<file path="config.mk">
export PLATFORM = sky130hd
export DESIGN_NAME = rfb_bank
export DESIGN_NICKNAME = d
export VERILOG_FILES = /design/src/logic/rfb_pkg.sv /design/src/logic/rfb_bank.sv
export VERILOG_INCLUDE_DIRS = /design/src /design/src/logic
export SDC_FILE = /design/constraint.sdc
export NUM_CORES = 1
export LEC_CHECK = 0
export BUFFER_PORTS_ARGS = -buffer_cell sky130_fd_sc_hd__buf_2
export CAP_MARGIN = 40
export CORE_MARGIN = 2
export CORE_UTILIZATION = 25
export CTS_CLUSTER_SIZE = 14
export DETAILED_ROUTE_END_ITERATION = 8
export GPL_ROUTABILITY_DRIVEN = 0
export PLACE_DENSITY = 0.45
export SKIP_LAST_GASP = 1
export SLEW_MARGIN = 15
export SYNTH_ARGS = -nofsm -noshare
export SYNTH_HDL_FRONTEND = slang
export SYNTH_HIERARCHICAL = 1
export SYNTH_SLANG_ARGS = --single-unit
</file>
<file path="constraint.sdc">
create_clock -name clk -period 14.6 [get_ports clk]
set_input_delay 2.19 -clock clk [delete_from_list [all_inputs] [get_ports clk]]
set_output_delay 2.19 -clock clk [all_outputs]
set_load 0.03 [all_outputs]
</file>
<file path="src/logic/rfb_regs.svh">
// Register offsets, field positions and reset values of the receive FIFO register bank
`ifndef RFB_REGS_SVH
`define RFB_REGS_SVH
// ----------------------------------------------------------------
// Offsets
// ----------------------------------------------------------------
`define RFB_OFS_RX_STATUS   8'h3C
`define RFB_OFS_FILL_LEVELS 8'h50
`define RFB_OFS_ISO_SIZES   8'h54
`define RFB_OFS_ISO_DIR     8'h58
`define RFB_OFS_ISO_HEADER  8'h5C
`define RFB_OFS_RX_DATA     8'hC0
// ----------------------------------------------------------------
// Receive FIFO status fields, numbered from the LSB
// ----------------------------------------------------------------
`define RFB_BIT_FULL        0
`define RFB_BIT_ALMOST_FULL 1
`define RFB_BIT_FOUR_SPACE  4
`define RFB_BIT_FOUR_PRES   12
`define RFB_BIT_ALMOST_EMPT 14
`define RFB_BIT_EMPTY       15
`define RFB_BIT_FIRST_QUAD  16
`define RFB_BIT_CLEAR       19
`define RFB_SIZE_LSB        26
`define RFB_SIZE_RESET      6'h32
`define RFB_STATUS_RESET    32'h00000000
`define RFB_FLAG_MASK       32'h0000D013
// ----------------------------------------------------------------
// Other fields
// ----------------------------------------------------------------
`define RFB_TX_REMAIN_LSB   18
`define RFB_RX_REMAIN_LSB   26
`define RFB_ISO_DIR_MASK    32'h00000007
`define RFB_ISO_HDR_MASK    32'hFCFFFFFF
`define RFB_DIR_TX          2'h0
`define RFB_DIR_RX          2'h1
`endif

</file>
<file path="src/logic/rfb_pkg.sv">
// Types shared by the receive FIFO register bank
package rfb_pkg;
	typedef logic [31:0] rfb_word_t;
	typedef logic [7:0]  rfb_addr_t;
endpackage

</file>
<file path="src/logic/rfb_bank.sv">
// Receive FIFO, its status flags and the isochronous control registers
// How it works
// - Flags read-only without diagnostic enable, control bits read/write except clear bit 19
// - Status register resets to zero except size bits 26-31
// - Bit 0 set when FIFO full
// - Bit 1 set when one slot left
// - Bit 4 set when four slots free
// - Bit 12 set when four words held
// - Bit 14 set when one word held
// - Bit 15 empty; reads then ignored
// - Flag writes only with diagnostic enable
// - Bit 16 marks packet's first quadlet
// - Bit 19 clears the whole FIFO
// - Bits 26-31 size, resets to 0x32
// - Transmit remaining count in bits 18-23
// - Receive remaining count in bits 26-31
// - Block and packet counts software programmed
// - Bit 0 marks isochronous transmit ready
// - Direction 00 transmit, 01 receive
// - Receive accepted by port enables only
// - Header bits 0-15 byte length
// - Tag bits 16-17, channel 18-23
// - Speed bits 26-27, resets to 00
// - Header bits 28-31 set sync bits in transmit direction only
`timescale 1ns/1ps
`include "rfb_regs.svh"

// ----------------------------------------------------------------
// FIFO with valid/ready on both sides
// ----------------------------------------------------------------
module rfb_fifo #(
	parameter int WIDTH = 33,
	parameter int DEPTH = 16,
	parameter int AW    = $clog2(DEPTH)
) (
	input  wire logic             clk,
	input  wire logic             nrst,
	input  wire logic             flush,
	input  wire logic             in_valid,
	output logic                  in_ready,
	input  wire logic [WIDTH-1:0] in_data,
	output logic                  out_valid,
	input  wire logic             out_ready,
	output logic      [WIDTH-1:0] out_data,
	output logic      [AW:0]      count
);
	logic [WIDTH-1:0] mem_reg [DEPTH];
	logic [AW-1:0]    wr_reg;
	logic [AW-1:0]    rd_reg;
	logic [AW:0]      cnt_reg;
	wire              push = in_valid && in_ready;
	wire              pop  = out_valid && out_ready;

	assign in_ready  = (cnt_reg != (AW + 1)'(DEPTH)) || out_ready && out_valid;
	assign out_valid = cnt_reg != '0;
	assign out_data  = mem_reg[rd_reg];
	assign count     = cnt_reg;

	// Pointers and count; flush drops everything at once
	always_ff @(posedge clk or negedge nrst) begin
		if (!nrst) begin
			wr_reg  <= '0;
			rd_reg  <= '0;
			cnt_reg <= '0;
		end else if (flush) begin
			wr_reg  <= '0;
			rd_reg  <= '0;
			cnt_reg <= '0;
		end else begin
			if (push)
				wr_reg <= (wr_reg == AW'(DEPTH - 1)) ? '0 : wr_reg + 1'b1;
			if (pop)
				rd_reg <= (rd_reg == AW'(DEPTH - 1)) ? '0 : rd_reg + 1'b1;
			cnt_reg <= cnt_reg + (AW + 1)'(push) - (AW + 1)'(pop);
		end
	end

	// Storage is plain flops without reset
	always_ff @(posedge clk) begin
		if (push && !flush)
			mem_reg[wr_reg] <= in_data;
	end
endmodule // rfb_fifo

// ----------------------------------------------------------------
// Register bank top
// ----------------------------------------------------------------
module rfb_bank #(
	parameter int DEPTH = 16
) (
	input  wire logic                  clk,
	input  wire logic                  nrst,
	input  wire logic                  host_cs,
	input  wire logic                  host_wr,
	input  wire logic                  host_rd,
	input  wire rfb_pkg::rfb_addr_t    host_addr,
	input  wire rfb_pkg::rfb_word_t    host_wdata,
	output rfb_pkg::rfb_word_t         host_rdata,
	input  wire logic                  diag_register_write,
	input  wire logic [1:0]            iso_receive_port_enable,
	input  wire logic                  rx_valid,
	input  wire logic                  rx_iso,
	input  wire logic                  rx_port,
	input  wire logic                  rx_first,
	input  wire rfb_pkg::rfb_word_t    rx_data,
	output logic                       rx_ready,
	input  wire logic [5:0]            tx_fifo_remaining,
	output logic                       iso_start_enable,
	output logic [1:0]                 iso_direction,
	output logic [21:0]                iso_quads_per_block,
	output logic [9:0]                 iso_quads_per_packet,
	output logic [15:0]                iso_length,
	output logic [1:0]                 iso_tag,
	output logic [5:0]                 iso_channel,
	output logic [1:0]                 iso_speed,
	output logic [3:0]                 iso_sync_bits
);
	localparam int AW = $clog2(DEPTH);

	rfb_pkg::rfb_word_t status_reg;
	rfb_pkg::rfb_word_t sizes_reg;
	rfb_pkg::rfb_word_t dir_reg;
	rfb_pkg::rfb_word_t header_reg;
	rfb_pkg::rfb_word_t rdata_reg;
	logic               ovr_reg;
	logic [AW:0]        count;
	logic               fifo_valid;
	logic [32:0]        fifo_out;
	logic               fifo_ready_in;

	// Host strobes decoded by address
	wire wr_en      = host_cs && host_wr;
	wire rd_en      = host_cs && host_rd;
	wire wr_status  = wr_en && host_addr == `RFB_OFS_RX_STATUS;
	wire wr_sizes   = wr_en && host_addr == `RFB_OFS_ISO_SIZES;
	wire wr_dir     = wr_en && host_addr == `RFB_OFS_ISO_DIR;
	wire wr_header  = wr_en && host_addr == `RFB_OFS_ISO_HEADER;
	wire rd_data    = rd_en && host_addr == `RFB_OFS_RX_DATA && fifo_valid;
	wire clear_fifo = wr_status && host_wdata[`RFB_BIT_CLEAR];

	// Packets blocked only by the port enables, never by direction
	wire rx_accept  = !rx_iso || iso_receive_port_enable[rx_port];
	wire in_valid   = rx_valid && rx_accept;
	assign rx_ready = fifo_ready_in || !rx_accept;

	rfb_fifo #(.WIDTH(33), .DEPTH(DEPTH)) u_fifo (
		.clk      (clk),
		.nrst     (nrst),
		.flush    (clear_fifo),
		.in_valid (in_valid),
		.in_ready (fifo_ready_in),
		.in_data  ({rx_first, rx_data}),
		.out_valid(fifo_valid),
		.out_ready(rd_data),
		.out_data (fifo_out),
		.count    (count)
	);

	// Live occupancy flags
	wire [AW:0] free       = (AW + 1)'(DEPTH) - count;
	wire        f_full     = free == '0;
	wire        f_afull    = free == (AW + 1)'(1);
	wire        f_four_sp  = free >= (AW + 1)'(4);
	wire        f_four_pr  = count >= (AW + 1)'(4);
	wire        f_aempty   = count == (AW + 1)'(1);
	wire        f_empty    = count == '0;
	wire        f_first    = fifo_valid && fifo_out[32];
	wire [31:0] live_flags = 32'(f_full) << `RFB_BIT_FULL
		| 32'(f_afull) << `RFB_BIT_ALMOST_FULL
		| 32'(f_four_sp) << `RFB_BIT_FOUR_SPACE
		| 32'(f_four_pr) << `RFB_BIT_FOUR_PRES
		| 32'(f_aempty) << `RFB_BIT_ALMOST_EMPT
		| 32'(f_empty) << `RFB_BIT_EMPTY;
	// Diagnostic override holds written flag values instead of live ones
	wire [31:0] flags      = ovr_reg ? (status_reg & `RFB_FLAG_MASK) : live_flags;
	wire [31:0] status_rd  = flags
		| 32'(f_first) << `RFB_BIT_FIRST_QUAD
		| (status_reg & ~`RFB_FLAG_MASK);
	wire [31:0] levels_rd  = 32'(tx_fifo_remaining) << `RFB_TX_REMAIN_LSB
		| 32'(count) << `RFB_RX_REMAIN_LSB;

	// Status: clear bit self-clears; flags stored only under diagnostic enable
	always_ff @(posedge clk or negedge nrst) begin
		if (!nrst) begin
			status_reg <= `RFB_STATUS_RESET | (32'(`RFB_SIZE_RESET) << `RFB_SIZE_LSB);
			ovr_reg    <= 1'b0;
		end else if (wr_status) begin
			status_reg <= (32'hFC000000 & host_wdata)
				| (diag_register_write ? (host_wdata & `RFB_FLAG_MASK) : 32'h0);
			ovr_reg    <= diag_register_write;
		end
	end

	// Isochronous registers; reserved bits never stored
	always_ff @(posedge clk or negedge nrst) begin
		if (!nrst) begin
			sizes_reg  <= 32'h0;
			dir_reg    <= 32'h0;
			header_reg <= 32'h0;
		end else begin
			if (wr_sizes)
				sizes_reg <= host_wdata;
			if (wr_dir)
				dir_reg <= host_wdata & `RFB_ISO_DIR_MASK;
			if (wr_header)
				header_reg <= host_wdata & `RFB_ISO_HDR_MASK;
		end
	end

	// Read data registered one cycle after the strobe
	always_ff @(posedge clk or negedge nrst) begin
		if (!nrst)
			rdata_reg <= 32'h0;
		else if (rd_en) begin
			if (host_addr == `RFB_OFS_RX_STATUS)
				rdata_reg <= status_rd;
			else if (host_addr == `RFB_OFS_FILL_LEVELS)
				rdata_reg <= levels_rd;
			else if (host_addr == `RFB_OFS_ISO_SIZES)
				rdata_reg <= sizes_reg;
			else if (host_addr == `RFB_OFS_ISO_DIR)
				rdata_reg <= dir_reg;
			else if (host_addr == `RFB_OFS_ISO_HEADER)
				rdata_reg <= header_reg;
			else if (host_addr == `RFB_OFS_RX_DATA)
				rdata_reg <= fifo_valid ? fifo_out[31:0] : 32'h0;
			else
				rdata_reg <= 32'h0;
		end
	end

	assign host_rdata           = rdata_reg;
	assign iso_start_enable     = dir_reg[0];
	assign iso_direction        = dir_reg[2:1];
	assign iso_quads_per_block  = sizes_reg[21:0];
	assign iso_quads_per_packet = sizes_reg[31:22];
	assign iso_length           = header_reg[15:0];
	assign iso_tag              = header_reg[17:16];
	assign iso_channel          = header_reg[23:18];
	assign iso_speed            = header_reg[27:26];
	assign iso_sync_bits        = iso_direction == `RFB_DIR_TX ? header_reg[31:28] : 4'h0;
endmodule // rfb_bank

</file>
After elaboration in Yosys (flattened, before gate mapping)
Memory sizes are Yosys's and may differ from the RTL's.
Cells that the tools add are included.
{"block": "word_totals", "reg_bits": 143, "ram_bits": 528, "in_bits": 90, "wordCells": 85, "memories": 1}
{"name": "u_fifo.mem_reg", "words": 16, "width": 33, "rd": 1, "rd_ports_with_merged_regs": 0, "wr": 1, "line": "rfb_bank.sv:47", "rtl": "logic [WIDTH-1:0] mem_reg [DEPTH];"}
{"block": "classes", "n_addsub": 5, "magnitude_cmp": 3, "n_eq_ne": 11, "muxes": 21, "bitwise": 9, "n_reduce_logical": 26}
{"cell": "$mux W32", "count": 7}
{"cell": "$eq A8 B7 Y1 const B", "count": 4}
{"cell": "$mux W16", "count": 2}
{"cell": "$or A17 B32 Y32", "count": 1}
{"cell": "$or A32 B16 Y32", "count": 1}
{"cell": "$or A24 B31 Y31", "count": 1}
{"cell": "$mux W4", "count": 7}
{"cell": "$or A16 B17 Y17", "count": 1}
{"cell": "$or A15 B16 Y16", "count": 1}
{"cell": "$or A13 B15 Y15", "count": 1}
{"cell": "$logic_and A1 B1 Y1", "count": 14}
{"cell": "$or A5 B13 Y13", "count": 1}
{"cell": "$eq A5 B1 Y1 const B", "count": 2}
{"cell": "$ge A5 B3 Y1 const B", "count": 2}
{"cell": "$logic_not A5 Y1", "count": 2}
{"cell": "$add A4 B1 Y4 const B", "count": 2}
{"cell": "$eq A4 B4 Y1 const B", "count": 2}
{"cell": "$eq A8 B6 Y1 const B", "count": 1}
{"cell": "$eq A8 B8 Y1 const B", "count": 1}
{"cell": "$add A5 B1 Y5", "count": 1}
{"cell": "$mux W5", "count": 1}
{"cell": "$ne A5 B5 Y1 const B", "count": 1}
{"cell": "$or A2 B5 Y5", "count": 1}
{"cell": "$reduce_bool A5 Y1", "count": 1}
{"cell": "9 further kinds", "count": 17}

Depth between registers and ports, before layout
Gate-level depths: netlist of run 1.
{"block": "depth", "ltp_word": 11, "depth_mapped": 18, "depth_no_buf": 15}

By module
The synthesis of run 1 kept the hierarchy.
{"module": "rfb_fifo", "instances": 1, "cells_each": 1058, "area_per_inst_um2": 21101.5}
{"module": "rfb_bank", "instances": 1, "cells_each": 558, "area_per_inst_um2": 5690.5}

Worst setup path before layout of run 1
No wires, ideal clock.
{"block": "synth_timing", "kind": "input to register", "start": "input port host_addr[2]", "end": "memory u_fifo.mem_reg[0][0], enable pin", "t_arrival_ns": 6.176, "setup_slack_ns": 7.960, "cell_stages": 9, "path_buffers": 2, "cell_sequence": "nor4bb_1 and3_1 buf_4 buf_4 and2_1 nor2b_1 a211oi_1 nand2_1 nor3_1"}
{"block": "synth_between", "elab_chain_cells": 9, "elab_cells_between_ends": 13}
{"item": "from (decl)", "line": "rfb_bank.sv:96", "rtl": "input wire rfb_pkg::rfb_addr_t host_addr,"}
{"item": "$eq A8 B8 Y1 (no line)"}
{"item": "$logic_and A1 B1 Y1 (no line)"}
{"item": "$logic_and A1 B1 Y1", "line": "rfb_bank.sv:138", "rtl": "wire rd_data = rd_en && host_addr == `RFB_OFS_RX_DATA && fifo_valid;"}
{"item": "via rd_data", "line": "rfb_bank.sv:138"}
{"item": "$logic_and A1 B1 Y1", "line": "rfb_bank.sv:54", "rtl": "assign in_ready = (cnt_reg != (AW + 1)'(DEPTH)) || out_ready && out_valid;"}
{"item": "$logic_or A1 B1 Y1", "line": "rfb_bank.sv:54"}
{"item": "$logic_and A1 B1 Y1", "line": "rfb_bank.sv:51", "rtl": "wire push = in_valid && in_ready;"}
{"item": "$logic_and A1 B1 Y1", "line": "rfb_bank.sv:80", "rtl": "if (push && !flush)"}
{"item": "$mux W1", "line": "rfb_bank.sv:80"}
{"item": "$mux W1 (not written as such)", "line": "rfb_bank.sv:81", "rtl": "mem_reg[wr_reg] <= in_data;"}
{"item": "to (decl)", "line": "rfb_bank.sv:47"}
The timed path passes the listed nets, and every way through them passes these cells.

Worst setup path in the final report of run 1
{"block": "layout_timing", "start": "input port host_addr[2]", "end": "output port rx_ready"}
{"block": "layout_between", "elab_chain_cells": 6}
{"item": "$eq A8 B8 Y1 (no line)"}
{"item": "$logic_and A1 B1 Y1 (no line)"}
{"item": "$logic_and A1 B1 Y1", "line": "rfb_bank.sv:138"}
{"item": "via rd_data", "line": "rfb_bank.sv:138"}
{"item": "$logic_and A1 B1 Y1", "line": "rfb_bank.sv:54"}
{"item": "$logic_or A1 B1 Y1", "line": "rfb_bank.sv:54"}
{"item": "via fifo_ready_in", "line": "rfb_bank.sv:129", "rtl": "logic fifo_ready_in;"}
{"item": "$logic_or A1 B1 Y1", "line": "rfb_bank.sv:144", "rtl": "assign rx_ready = fifo_ready_in || !rx_accept;"}
{"item": "to (decl)", "line": "rfb_bank.sv:106", "rtl": "output logic rx_ready,"}
The timed path passes the listed nets, and every way through them passes these cells.

==> results of run 1 <==
[metal layers]
metal  wire length, um  vias up
met5                45        -
met4              1755       10
met3              4185      126
met2             34770      465
met1             32950     7838
li1                  -     6735
[cells in the mapped netlist (4+ instances only)]
cell type    n
edfxtp_1   528
mux2i_1    136
dfrtp_1    120
nand2_1     90
a21oi_1     85
o21ai_0     68
a221oi_1    66
mux4_2      66
mux2_2      51
buf_4       42
clkbuf_1    37
a22oi_1     35
o21ai_1     31
nor2_1      27
buf_2       22
inv_1       22
buf_6       21
and3_1      20
a21o_1      13
and2_1      12
o31ai_1     12
ha_1        11
nand3_1      8
nor3_1       8
a32oi_1      7
mux2_4       7
nor2b_1      7
nand2b_1     5
buf_1        4
mux2_1       4
[layout make-up]
class | count | area [sq um] | area share
Sequential cell | 651 | 18940 | 0.6000
Multi-Input combinational cell | 816 | 7066 | 0.2238
Clock buffer | 102 | 2072 | 0.06562
Tap cell | 1403 | 1755 | 0.05560
Timing Repair Buffer | 224 | 1340 | 0.04244
Clock inverter | 30 | 312.8 | 0.009906
Inverter | 22 | 82.58 | 0.002615
Antenna cell | 1 | 2.502 | 0.00007925
[critical path: stages]
cell	delay, ns
buf_2	0.35
nor4bb_1	0.55
and3_1	0.22
buf_4	0.34
and2_1	0.32
nor2b_1	0.10
nand2_1	0.14
nand2b_1	0.12
buf_2	0.19
[where the power goes]
part | internal (mW) | total [mW] | leakage [nW] | switching [mW]
combinational | 0.132 | 0.408 | 3.45 | 0.276
sequential | 2.15 | 2.20 | 6.38 | 0.0577
clock | 1.08 | 1.83 | 1.16 | 0.741
[cells by family (layout without fill, tap and decap cells)]
family	Yosys count	in the layout
other	0	1
buffers and inverters	149	378
adders and majority gates	12	12
muxes	264	264
AOI/OAI and AO/OA	336	336
xor gates and xnor gates	6	6
and+or+nand+nor	198	198
DFF	651	651
[cells in the final DEF, fill, tap and decap left out, types with 35 or more instances in the layout]
cell type,count
clkbuf_16,78
buf_2,186
mux2i_1,136
a21oi_1,85
nand2_1,90
mux4_2,66
dfrtp_1,118
a22oi_1,35
edfxtp_1,528
mux2_2,51
a221oi_1,66
o21ai_0,68
[final timing paths]
kind	from	endpoint	slack, ns	cells past startpoint
max	host_addr[2]	rx_ready	7.88	9
min	host_rdata[25]	host_rdata[25]	0.49	2
max reg2reg	u_fifo/count[2]	u_fifo/mem_reg[4][29]	9.74	12
min reg2reg	host_rdata[25]	host_rdata[25]	0.49	2
max in group asynchronous	nrst	status_reg[31]	12.01	3
min in group asynchronous	nrst	header_reg[26]	1.54	1
[metrics by stage]
step	worst slack [ns]	cells	utilization	instance area, sq um	power, mW
floorplan	7.960	1616	-	26790	2.467
global placement	7.859	3109	0.2718	29020	2.640
detailed placement	7.885	3116	0.2734	29190	2.656
CTS	7.874	3248	0.2958	31570	4.495
global route	7.753	3248	0.2958	31570	4.611
finish	7.879	3249	0.2958	31580	4.437
==> impl_metrics.toml, run 1 <==
[global_routing]
number_of_global_route_vias_before_repair = 15670
grt_max_degree = 60
groute.layer.met2.usage = 0.2151
antenna_found_initial = 9
grt_first_pass_wirelength_um = 109100
global_route.usage.met1 = 0.1814
top_usage_layer = "met2"
grt_remaining_overflow = 0
use_met3 = 0.02666
overall_track_demand_over_capacity_in_global_routing = 0.1331

[logic_synthesis]
synth-compound-area-share = 0.08121
synth_top_area_share = 0.5918
postSynthRegisterBits = 651
synthTopCellsByArea = "edfxtp_1 59%, dfrtp_1 11%, mux4_2 5.5%"
synthesis.instances = 1616
postSynth.asyncResetShare = 0.1889
yosys-mux-area-fraction = 0.1333
netlist_area_sq_um = 26790
synth_enable_flop_cells = 528
synth_area_per_cell_sq_um = 16.58
yosys_warnings = 6
synth_xor_area_frac = 0.001961
synth.yosys.seq_area_share = 0.7068
synth_top_family_by_area = "multiplexers"
synth.net_count = 1718
synthSimpleGateAreaFrac = 0.03671
synth.lib_cells_used.distinct = 65
yosys.area.top_type = "edfxtp_1"
post_synth_fa_ha_maj_area_fraction = 0.005884
synth-main-ff-cell = "edfxtp_1"

[sta]
finalSetupViolations = 0
tightest_slew_ns = 0.8536
slew_viol_final = 0
post-route-period-util = 0.4603
fin_crit_ns = 6.721
hold_ws_ns = 0.4850
grt_setup_unrepaired = "false"
max_clock_freq_mhz = 148.8
finalHoldViolCount = 0
final.setup_skew_ns = 0.02333
fin_setup_tns_ns = 0
max-slew-margin-rel = 0.4309

[job]
maxCapViolations = 0

[min_path]
min_delay_worst_type = "register to register"

[floorplan]
floorplan.die.height_um = 331.4
width_of_the_die_um = 331.4
floorplan.io_pins = 188
die_ar_sq_um = 109800
placement_rows = 120
floorplan.initialDensity = 0.2510
placeableCoreArea_sq_um = 106800

[finish]
largest_register_ffs = 528
area_delta_synth_final_pct = 17.85
post_route_cells_drive_above_1_share = 0.2591
nets = 1891
fillerInstances = 10560

[routing]
wire_per_inst_um = 22.69
route.antenna.remaining_nets = 0
vias_per_cell = 4.670
drt_first_pass_iters = 5
drc_errors = 0
drt_iter0_drc = 1055
drt_wl_total_um = 73710
route.vias.total = 15170

[placed_design]
port_buffers = 187
dp_hpwl_um = 46940

[power]
static-leakage-power_nw = 10.99
power.density_cell_area_nw_per_um2 = 140.5
peakVddDrop_mv = 0.07741

[cts]
clock_tree.buffer_depth = 3
cts_root_buffer = "clkbuf_16"
cts_buffers = 74
cts.repair_timing.setup_buffer_count = 0
cts_resized = 0
ctsHtreeMaxLevel = 3
postCtsHoldBufs = 0
latest_clock_arrival_within_the_worst_skew_pair_ns = 0.62
cts_tree = "done"
cts.sinks = 651
clk_pin_slew_ns = 0.06

[critical_path]
setup.worst_path.start_class = "input port"
setup.worst_path.end_class = "primary output"
crit_fanout = 40
worstPathRequired_ns = 12.41
critical_path_arrival_ns = 4.53
crit_type = "input port to primary output"

[run_status]
run_status = "complete, no violations"
Note: power is estimated with default switching activity, not from simulation.
==> inputs of run 2 (changes only) <==
- clock period: 14.6 -> 6.85 ns (I/O delays scaled with it)
==> run 2 against run 1 <==
Non-clock buffer count down 1; via count up 0.29%; clock power up 120%; combinational power up 120%; worst hold slack worse by 0.047 ns; clock skew down 0.0057 ns; routed wire length up 4.0%; highest routed layer unchanged.
==> impl_metrics.toml, run 2 (same netlist as run 1, synthesis figures left out) <==
[run_status]
run_status = "complete, no violations"

[finish]
multi_input_area_sq_um = 7066
finalNonFillerCells = 3249
most-common-layout-cells = "528 x edfxtp_1, 186 x buf_2, 136 x mux2i_1"
post_route_cells_drive_above_1_share = 0.2605
layout.area.seq_sq_um = 18940
area_delta_synth_final_pct = 17.89
fillerInstances = 10510
most_frequent_standard_cell_in_the_layout_excluding_fill_and_tap_cells = "edfxtp_1"
nets = 1889
largest_register_ffs = 528

[global_routing]
grt_first_pass_wirelength_um = 110400
grt_remaining_overflow = 0
grt_max_degree = 67
antenna_found_initial = 13
number_of_global_route_vias_before_repair = 15240
overall_track_demand_over_capacity_in_global_routing = 0.1370

[sta]
slew_viol_final = 0
max_clock_freq_mhz = 190.9
tightest_slew_ns = 0.9938
final.setup_skew_ns = 0.01761
max-slew-margin-rel = 0.3335
fin_setup_tns_ns = 0
fin_crit_ns = 5.237
grt_setup_unrepaired = "false"
post-route-period-util = 0.7645
finalHoldViolCount = 0
finalSetupViolations = 0

[critical_path]
worstPathRequired_ns = 7.12
critical_path_arrival_ns = 5.51
cpPeakStageDelay_ns = 0.84
critical_path_cell_by_cell = "inv_1 -> ha_1 -> or4b_1 -> nor4bb_1 -> and3_1 -> buf_4 -> and2_1 -> nor2b_1 -> a211oi_1 -> nand2_1 -> nor2_4 -> buf_4"
cp_common_cell = "buf_4"
setup.worst_path.end_class = "register"
crit_path_top_delay_cell = "a211oi_1"
crit_fanout = 30
critical_path.top_delay_family = "simple AND/OR/NAND/NOR gates"
crit_type = "register to register"
setup.worst_path.start_class = "register"
crit_buf_inv = 3

[routing]
vias_per_cell = 4.684
route.antenna.remaining_nets = 0
drc_errors = 0
drt-met1-wl_um = 34380
route.vias.total = 15220
top_layer_used = "met5"
route.met3.wl_um = 5057
drt_iter0_drc = 1069
wire_per_inst_um = 23.59
drt_wl_total_um = 76640
drt_first_pass_iters = 5
met2WireLength_um = 35940

[cts]
clock_tree.buffer_depth = 3
cts_resized = 0
cts_tree = "done"
postCtsHoldBufs = 0
cts.repair_timing.setup_buffer_count = 0
ctsHtreeMaxLevel = 3
cts.sinks = 651
latest_clock_arrival_within_the_worst_skew_pair_ns = 0.60
cts_buffers = 73
clk_pin_slew_ns = 0.06
cts_root_buffer = "clkbuf_16"

[floorplan]
floorplan.io_pins = 188
placeableCoreArea_sq_um = 106800
die_ar_sq_um = 109800
floorplan.die.height_um = 331.4
placement_rows = 120
floorplan.initialDensity = 0.2510
width_of_the_die_um = 331.4

[job]
maxCapViolations = 0

[power]
power.density_cell_area_nw_per_um2 = 303.3
static-leakage-power_nw = 10.98
peakVddDrop_mv = 0.1755
p_total_mw = 9.581

[placed_design]
post-place-cells = 3115
dp_hpwl_um = 50730
port_buffers = 187

[min_path]
min_delay_worst_type = "input port to asynchronous set/reset pin"
run 2: cell types whose count changed in the layout (fill, tap and decap cells not counted), sizes merged:
cell      change
inv           +1
buf           -1
clkbuf        -8
diode         +6
clkinv        -6
clkinvlp      +2
bufinv        +6
run 2: area by class of cell:
cell class                      instances  area share
Sequential cell                       651      0.5998
Timing Repair Buffer                  223     0.04120
Multi-Input combinational cell        816      0.2237
Inverter                               22    0.002615
Clock inverter                         33     0.01422
Clock buffer                           94     0.06231
Tap cell                             1403     0.05558
Antenna cell                            7   0.0005546
run 2: routing by layer:
layer  track usage  vias up
li1              -     6720
met1        0.1875     7930
met2        0.2194      461
met3       0.03309       89
met4       0.03157       18
met5             0        -
run 2: per-stage QoR:
step                hold WS [ns]  setup slack [ns]  area (sq um)    util
floorplan                 0.4496             1.372         26790       -
global placement          0.4616             1.379         29040  0.2720
detailed placement        0.4696             1.277         29150  0.2731
CTS                       0.4372             1.770         31570  0.2957
global route              0.4694             1.388         31570  0.2957
finish                    0.4380             1.613         31580  0.2959
run 2: final timing paths:
kind	cells past startpoint	endpoint	from	slack, ns
worst max-delay path	12	u_fifo/mem_reg[15][2]	u_fifo/count[3]	1.61
worst min-delay path	1	header_reg[26]	nrst	0.44
worst max register to register	12	u_fifo/mem_reg[15][2]	u_fifo/count[3]	1.61
worst min register to register	2	host_rdata[20]	host_rdata[20]	0.48
max in group asynchronous	2	sizes_reg[6]	nrst	5.18
min in group clk	2	host_rdata[20]	host_rdata[20]	0.48
run 2: power breakdown:
group / leakage [nW] / internal [mW] / switching [mW] / total, mW
registers: 6.38 / 4.57 / 0.127 / 4.70
logic: 3.43 / 0.286 / 0.626 / 0.911
clock network: 1.17 / 2.44 / 1.53 / 3.97
total: 11.0 / 7.30 / 2.28 / 9.58
==> inputs of run 3 (changes only) <==
- ABC_AREA: not set -> 1
- clock period: 6.85 -> 5.2 ns (I/O delays scaled with it)
==> run 3 against run 2 <==
Via count increased by 28%; core utilization shrank 0.11 points; final area up 6.3%; clock skew is 0.0087 ns higher; non-clock buffer count increased by 20; sequential share of layout area down 3.5 points; worst hold slack got worse by 0.30 ns; total power rose by 34%; critical path type is now register to primary output; routed wire length grew 11%; sequential power increased by 29%; synthesized area grew 6.8%; combinational power grew 73%.
==> impl_metrics.toml, run 3 <==
[logic_synthesis]
synth_enable_flop_cells = 528
synthesis.instances = 2811
synth.lib_cells_used.distinct = 41
synthMostInstantiatedCell = "nand2_1"
postSynth.asyncResetShare = 0.1889
top_cells_by_instance_count_after_synthesis = "1,012 x nand2_1, 528 x edfxtp_1, 300 x nor2_1"
synth_area_per_cell_sq_um = 10.18
synth.net_count = 2913
synth.yosys.seq_area_share = 0.6618
synth-main-ff-cell = "edfxtp_1"
yosys.area.top_type = "edfxtp_1"
synth_top_area_share = 0.5541
synthTopCellsByArea = "edfxtp_1 55%, nand2_1 13%, dfrtp_1 10%"
netlist_area_sq_um = 28620
yosys_warnings = 6
postSynthRegisterBits = 651

[sta]
grt_setup_unrepaired = "false"
post-route-period-util = 0.6842
fin_setup_tns_ns = 0
finalSetupViolations = 0
slew_viol_final = 0
finalHoldViolCount = 0
max-slew-margin-rel = 0.5196
final.setup_skew_ns = 0.02634
fin_crit_ns = 3.558
max_clock_freq_mhz = 281.1
tightest_slew_ns = 0.7206

[min_path]
min_delay_worst_type = "input port to asynchronous set/reset pin"

[floorplan]
floorplan.io_pins = 188
floorplan.die.height_um = 342.3
width_of_the_die_um = 342.3
die_ar_sq_um = 117200
placeableCoreArea_sq_um = 113900
floorplan.initialDensity = 0.2513
placement_rows = 124

[routing]
drt_iter0_drc = 1205
vias_per_cell = 4.269
route.vias.total = 19440
drt_first_pass_iters = 7
route.antenna.remaining_nets = 0
drc_errors = 0
wire_per_inst_um = 18.72
drt_wl_total_um = 85220

[cts]
latest_clock_arrival_within_the_worst_skew_pair_ns = 0.64
postCtsHoldBufs = 0
cts_buffers = 77
cts_tree = "done"
cts_root_buffer = "clkbuf_16"
clock_tree.buffer_depth = 3
cts.repair_timing.setup_buffer_count = 0
clk_pin_slew_ns = 0.06
cts_resized = 0
cts.sinks = 651
ctsHtreeMaxLevel = 3

[critical_path]
setup.worst_path.start_class = "register"
crit_type = "register to primary output"
setup.worst_path.end_class = "primary output"
cp_common_cell = "nand3_1"
crit_fanout = 7
critical_path_cell_by_cell = "inv_1 -> ha_1 -> nand3_1 -> nand3_1 -> nor2_2 -> nand2_1 -> nor2_1 -> nor2_1 -> nand3_1 -> or2_2 -> buf_2"
critical_path_arrival_ns = 2.78
crit_path_top_delay_cell = "dfrtp_1"
worstPathRequired_ns = 4.42
cpPeakStageDelay_ns = 0.45

[global_routing]
grt_remaining_overflow = 0
overall_track_demand_over_capacity_in_global_routing = 0.1437
grt_first_pass_wirelength_um = 126400
antenna_found_initial = 10
grt_max_degree = 145
number_of_global_route_vias_before_repair = 18790

[run_status]
run_status = "complete, no violations"

[power]
power.density_cell_area_nw_per_um2 = 383.9
peakVddDrop_mv = 0.2393
static-leakage-power_nw = 14.10

[placed_design]
dp_hpwl_um = 53860
port_buffers = 187

[finish]
most_frequent_standard_cell_in_the_layout_excluding_fill_and_tap_cells = "nand2_1"
area_delta_synth_final_pct = 17.28
layout.core_utilization = 0.2947
nets = 3078
multi_input_area_sq_um = 7915
most-common-layout-cells = "1,011 x nand2_1, 528 x edfxtp_1, 300 x nor2_1"
post_route_cells_drive_above_1_share = 0.1589
fillerInstances = 11860
layout.area.seq_sq_um = 18940
largest_register_ffs = 528

[job]
maxCapViolations = 0
-- run 3: cell types whose count changed in the layout (fill, tap and decap cells not counted), sizes merged, moves of 28 or more --
cell	delta
nand2	+935
a221oi	-66
mux4	-66
o21ai	+28
inv	+199
a21oi	-73
a22oi	-29
mux2i	-136
nand3	+231
nor2	+278
mux2	-62
-- run 3: critical path: cells and delay by family, from the launching register on --
family / cells / cell delay [ns]
fa+ha+maj: 1 / 0.21
flops: 1 / 0.45
simple gates: 8 / 1.20
buf+inv: 2 / 0.30
-- run 3: routing by layer --
layer,part of all wire,wire (um),track usage,vias to the layer above
li1,-,-,-,9520
met4,0.020,1743,0.03481,14
met5,0.0011,95,0,-
met2,0.47,39670,0.2335,422
met3,0.046,3960,0.02413,118
met1,0.47,39750,0.1990,9364
-- run 3: path summary, 6_finish.rpt --
kind	startpoint	endpoint	slack, ns	cells past startpoint
worst min register to register	host_rdata[5]	host_rdata[5]	0.48	2
worst max register to register	u_fifo/count[3]	u_fifo/mem_reg[7][13]	1.71	13
worst max-delay path	u_fifo/count[3]	rx_ready	1.64	11
min in group clk	host_wdata[25]	sizes_reg[25]	0.40	3
worst min-delay path	nrst	dir_reg[0]	0.14	1
max in group asynchronous	nrst	header_reg[5]	4.05	3
-- run 3: cell families after synthesis --
| logic type | Yosys count | share of synthesized area |
|---|---|---|
| compound gates | 155 | 0.03690 |
| xor+xnor | 2 | 0.0006122 |
| fa+ha+maj | 12 | 0.005509 |
| buf+inv | 377 | 0.06471 |
| flops | 651 | 0.6618 |
| simple gates | 1614 | 0.2305 |
-- run 3: stage by stage --
stage / hold slack (ns) / cell area [sq um] / setup slack, ns / power [mW] / cells
finish: 0.1354 / 33560 / 1.642 / 12.88 / 4553
detailed placement: 0.4636 / 31120 / 1.368 / 7.794 / 4409
CTS: 0.1164 / 33560 / 1.545 / 13.06 / 4551
global placement: 0.4586 / 30980 / 1.440 / 7.792 / 4403
global route: 0.1466 / 33560 / 1.411 / 13.44 / 4551
floorplan: 0.4478 / 28620 / 0.5203 / 7.118 / 2811
-- run 3: power breakdown --
| group | total (mW) | switching, mW | internal [mW] |
|---|---|---|---|
| logic | 1.58 | 1.18 | 0.406 |
| registers | 6.08 | 0.124 | 5.96 |
| clock network | 5.22 | 2.20 | 3.02 |
| total | 12.9 | 3.50 | 9.38 |
-- run 3: cell type report --
| cell class | instances | share of cell area |
|---|---|---|
| Antenna cell | 2 | 0.0001491 |
| Inverter | 220 | 0.02513 |
| Clock inverter | 38 | 0.009618 |
| Timing Repair Buffer | 243 | 0.04563 |
| Clock buffer | 104 | 0.06285 |
| Multi-Input combinational cell | 1783 | 0.2358 |
| Sequential cell | 651 | 0.5644 |
| Tap cell | 1512 | 0.05637 |
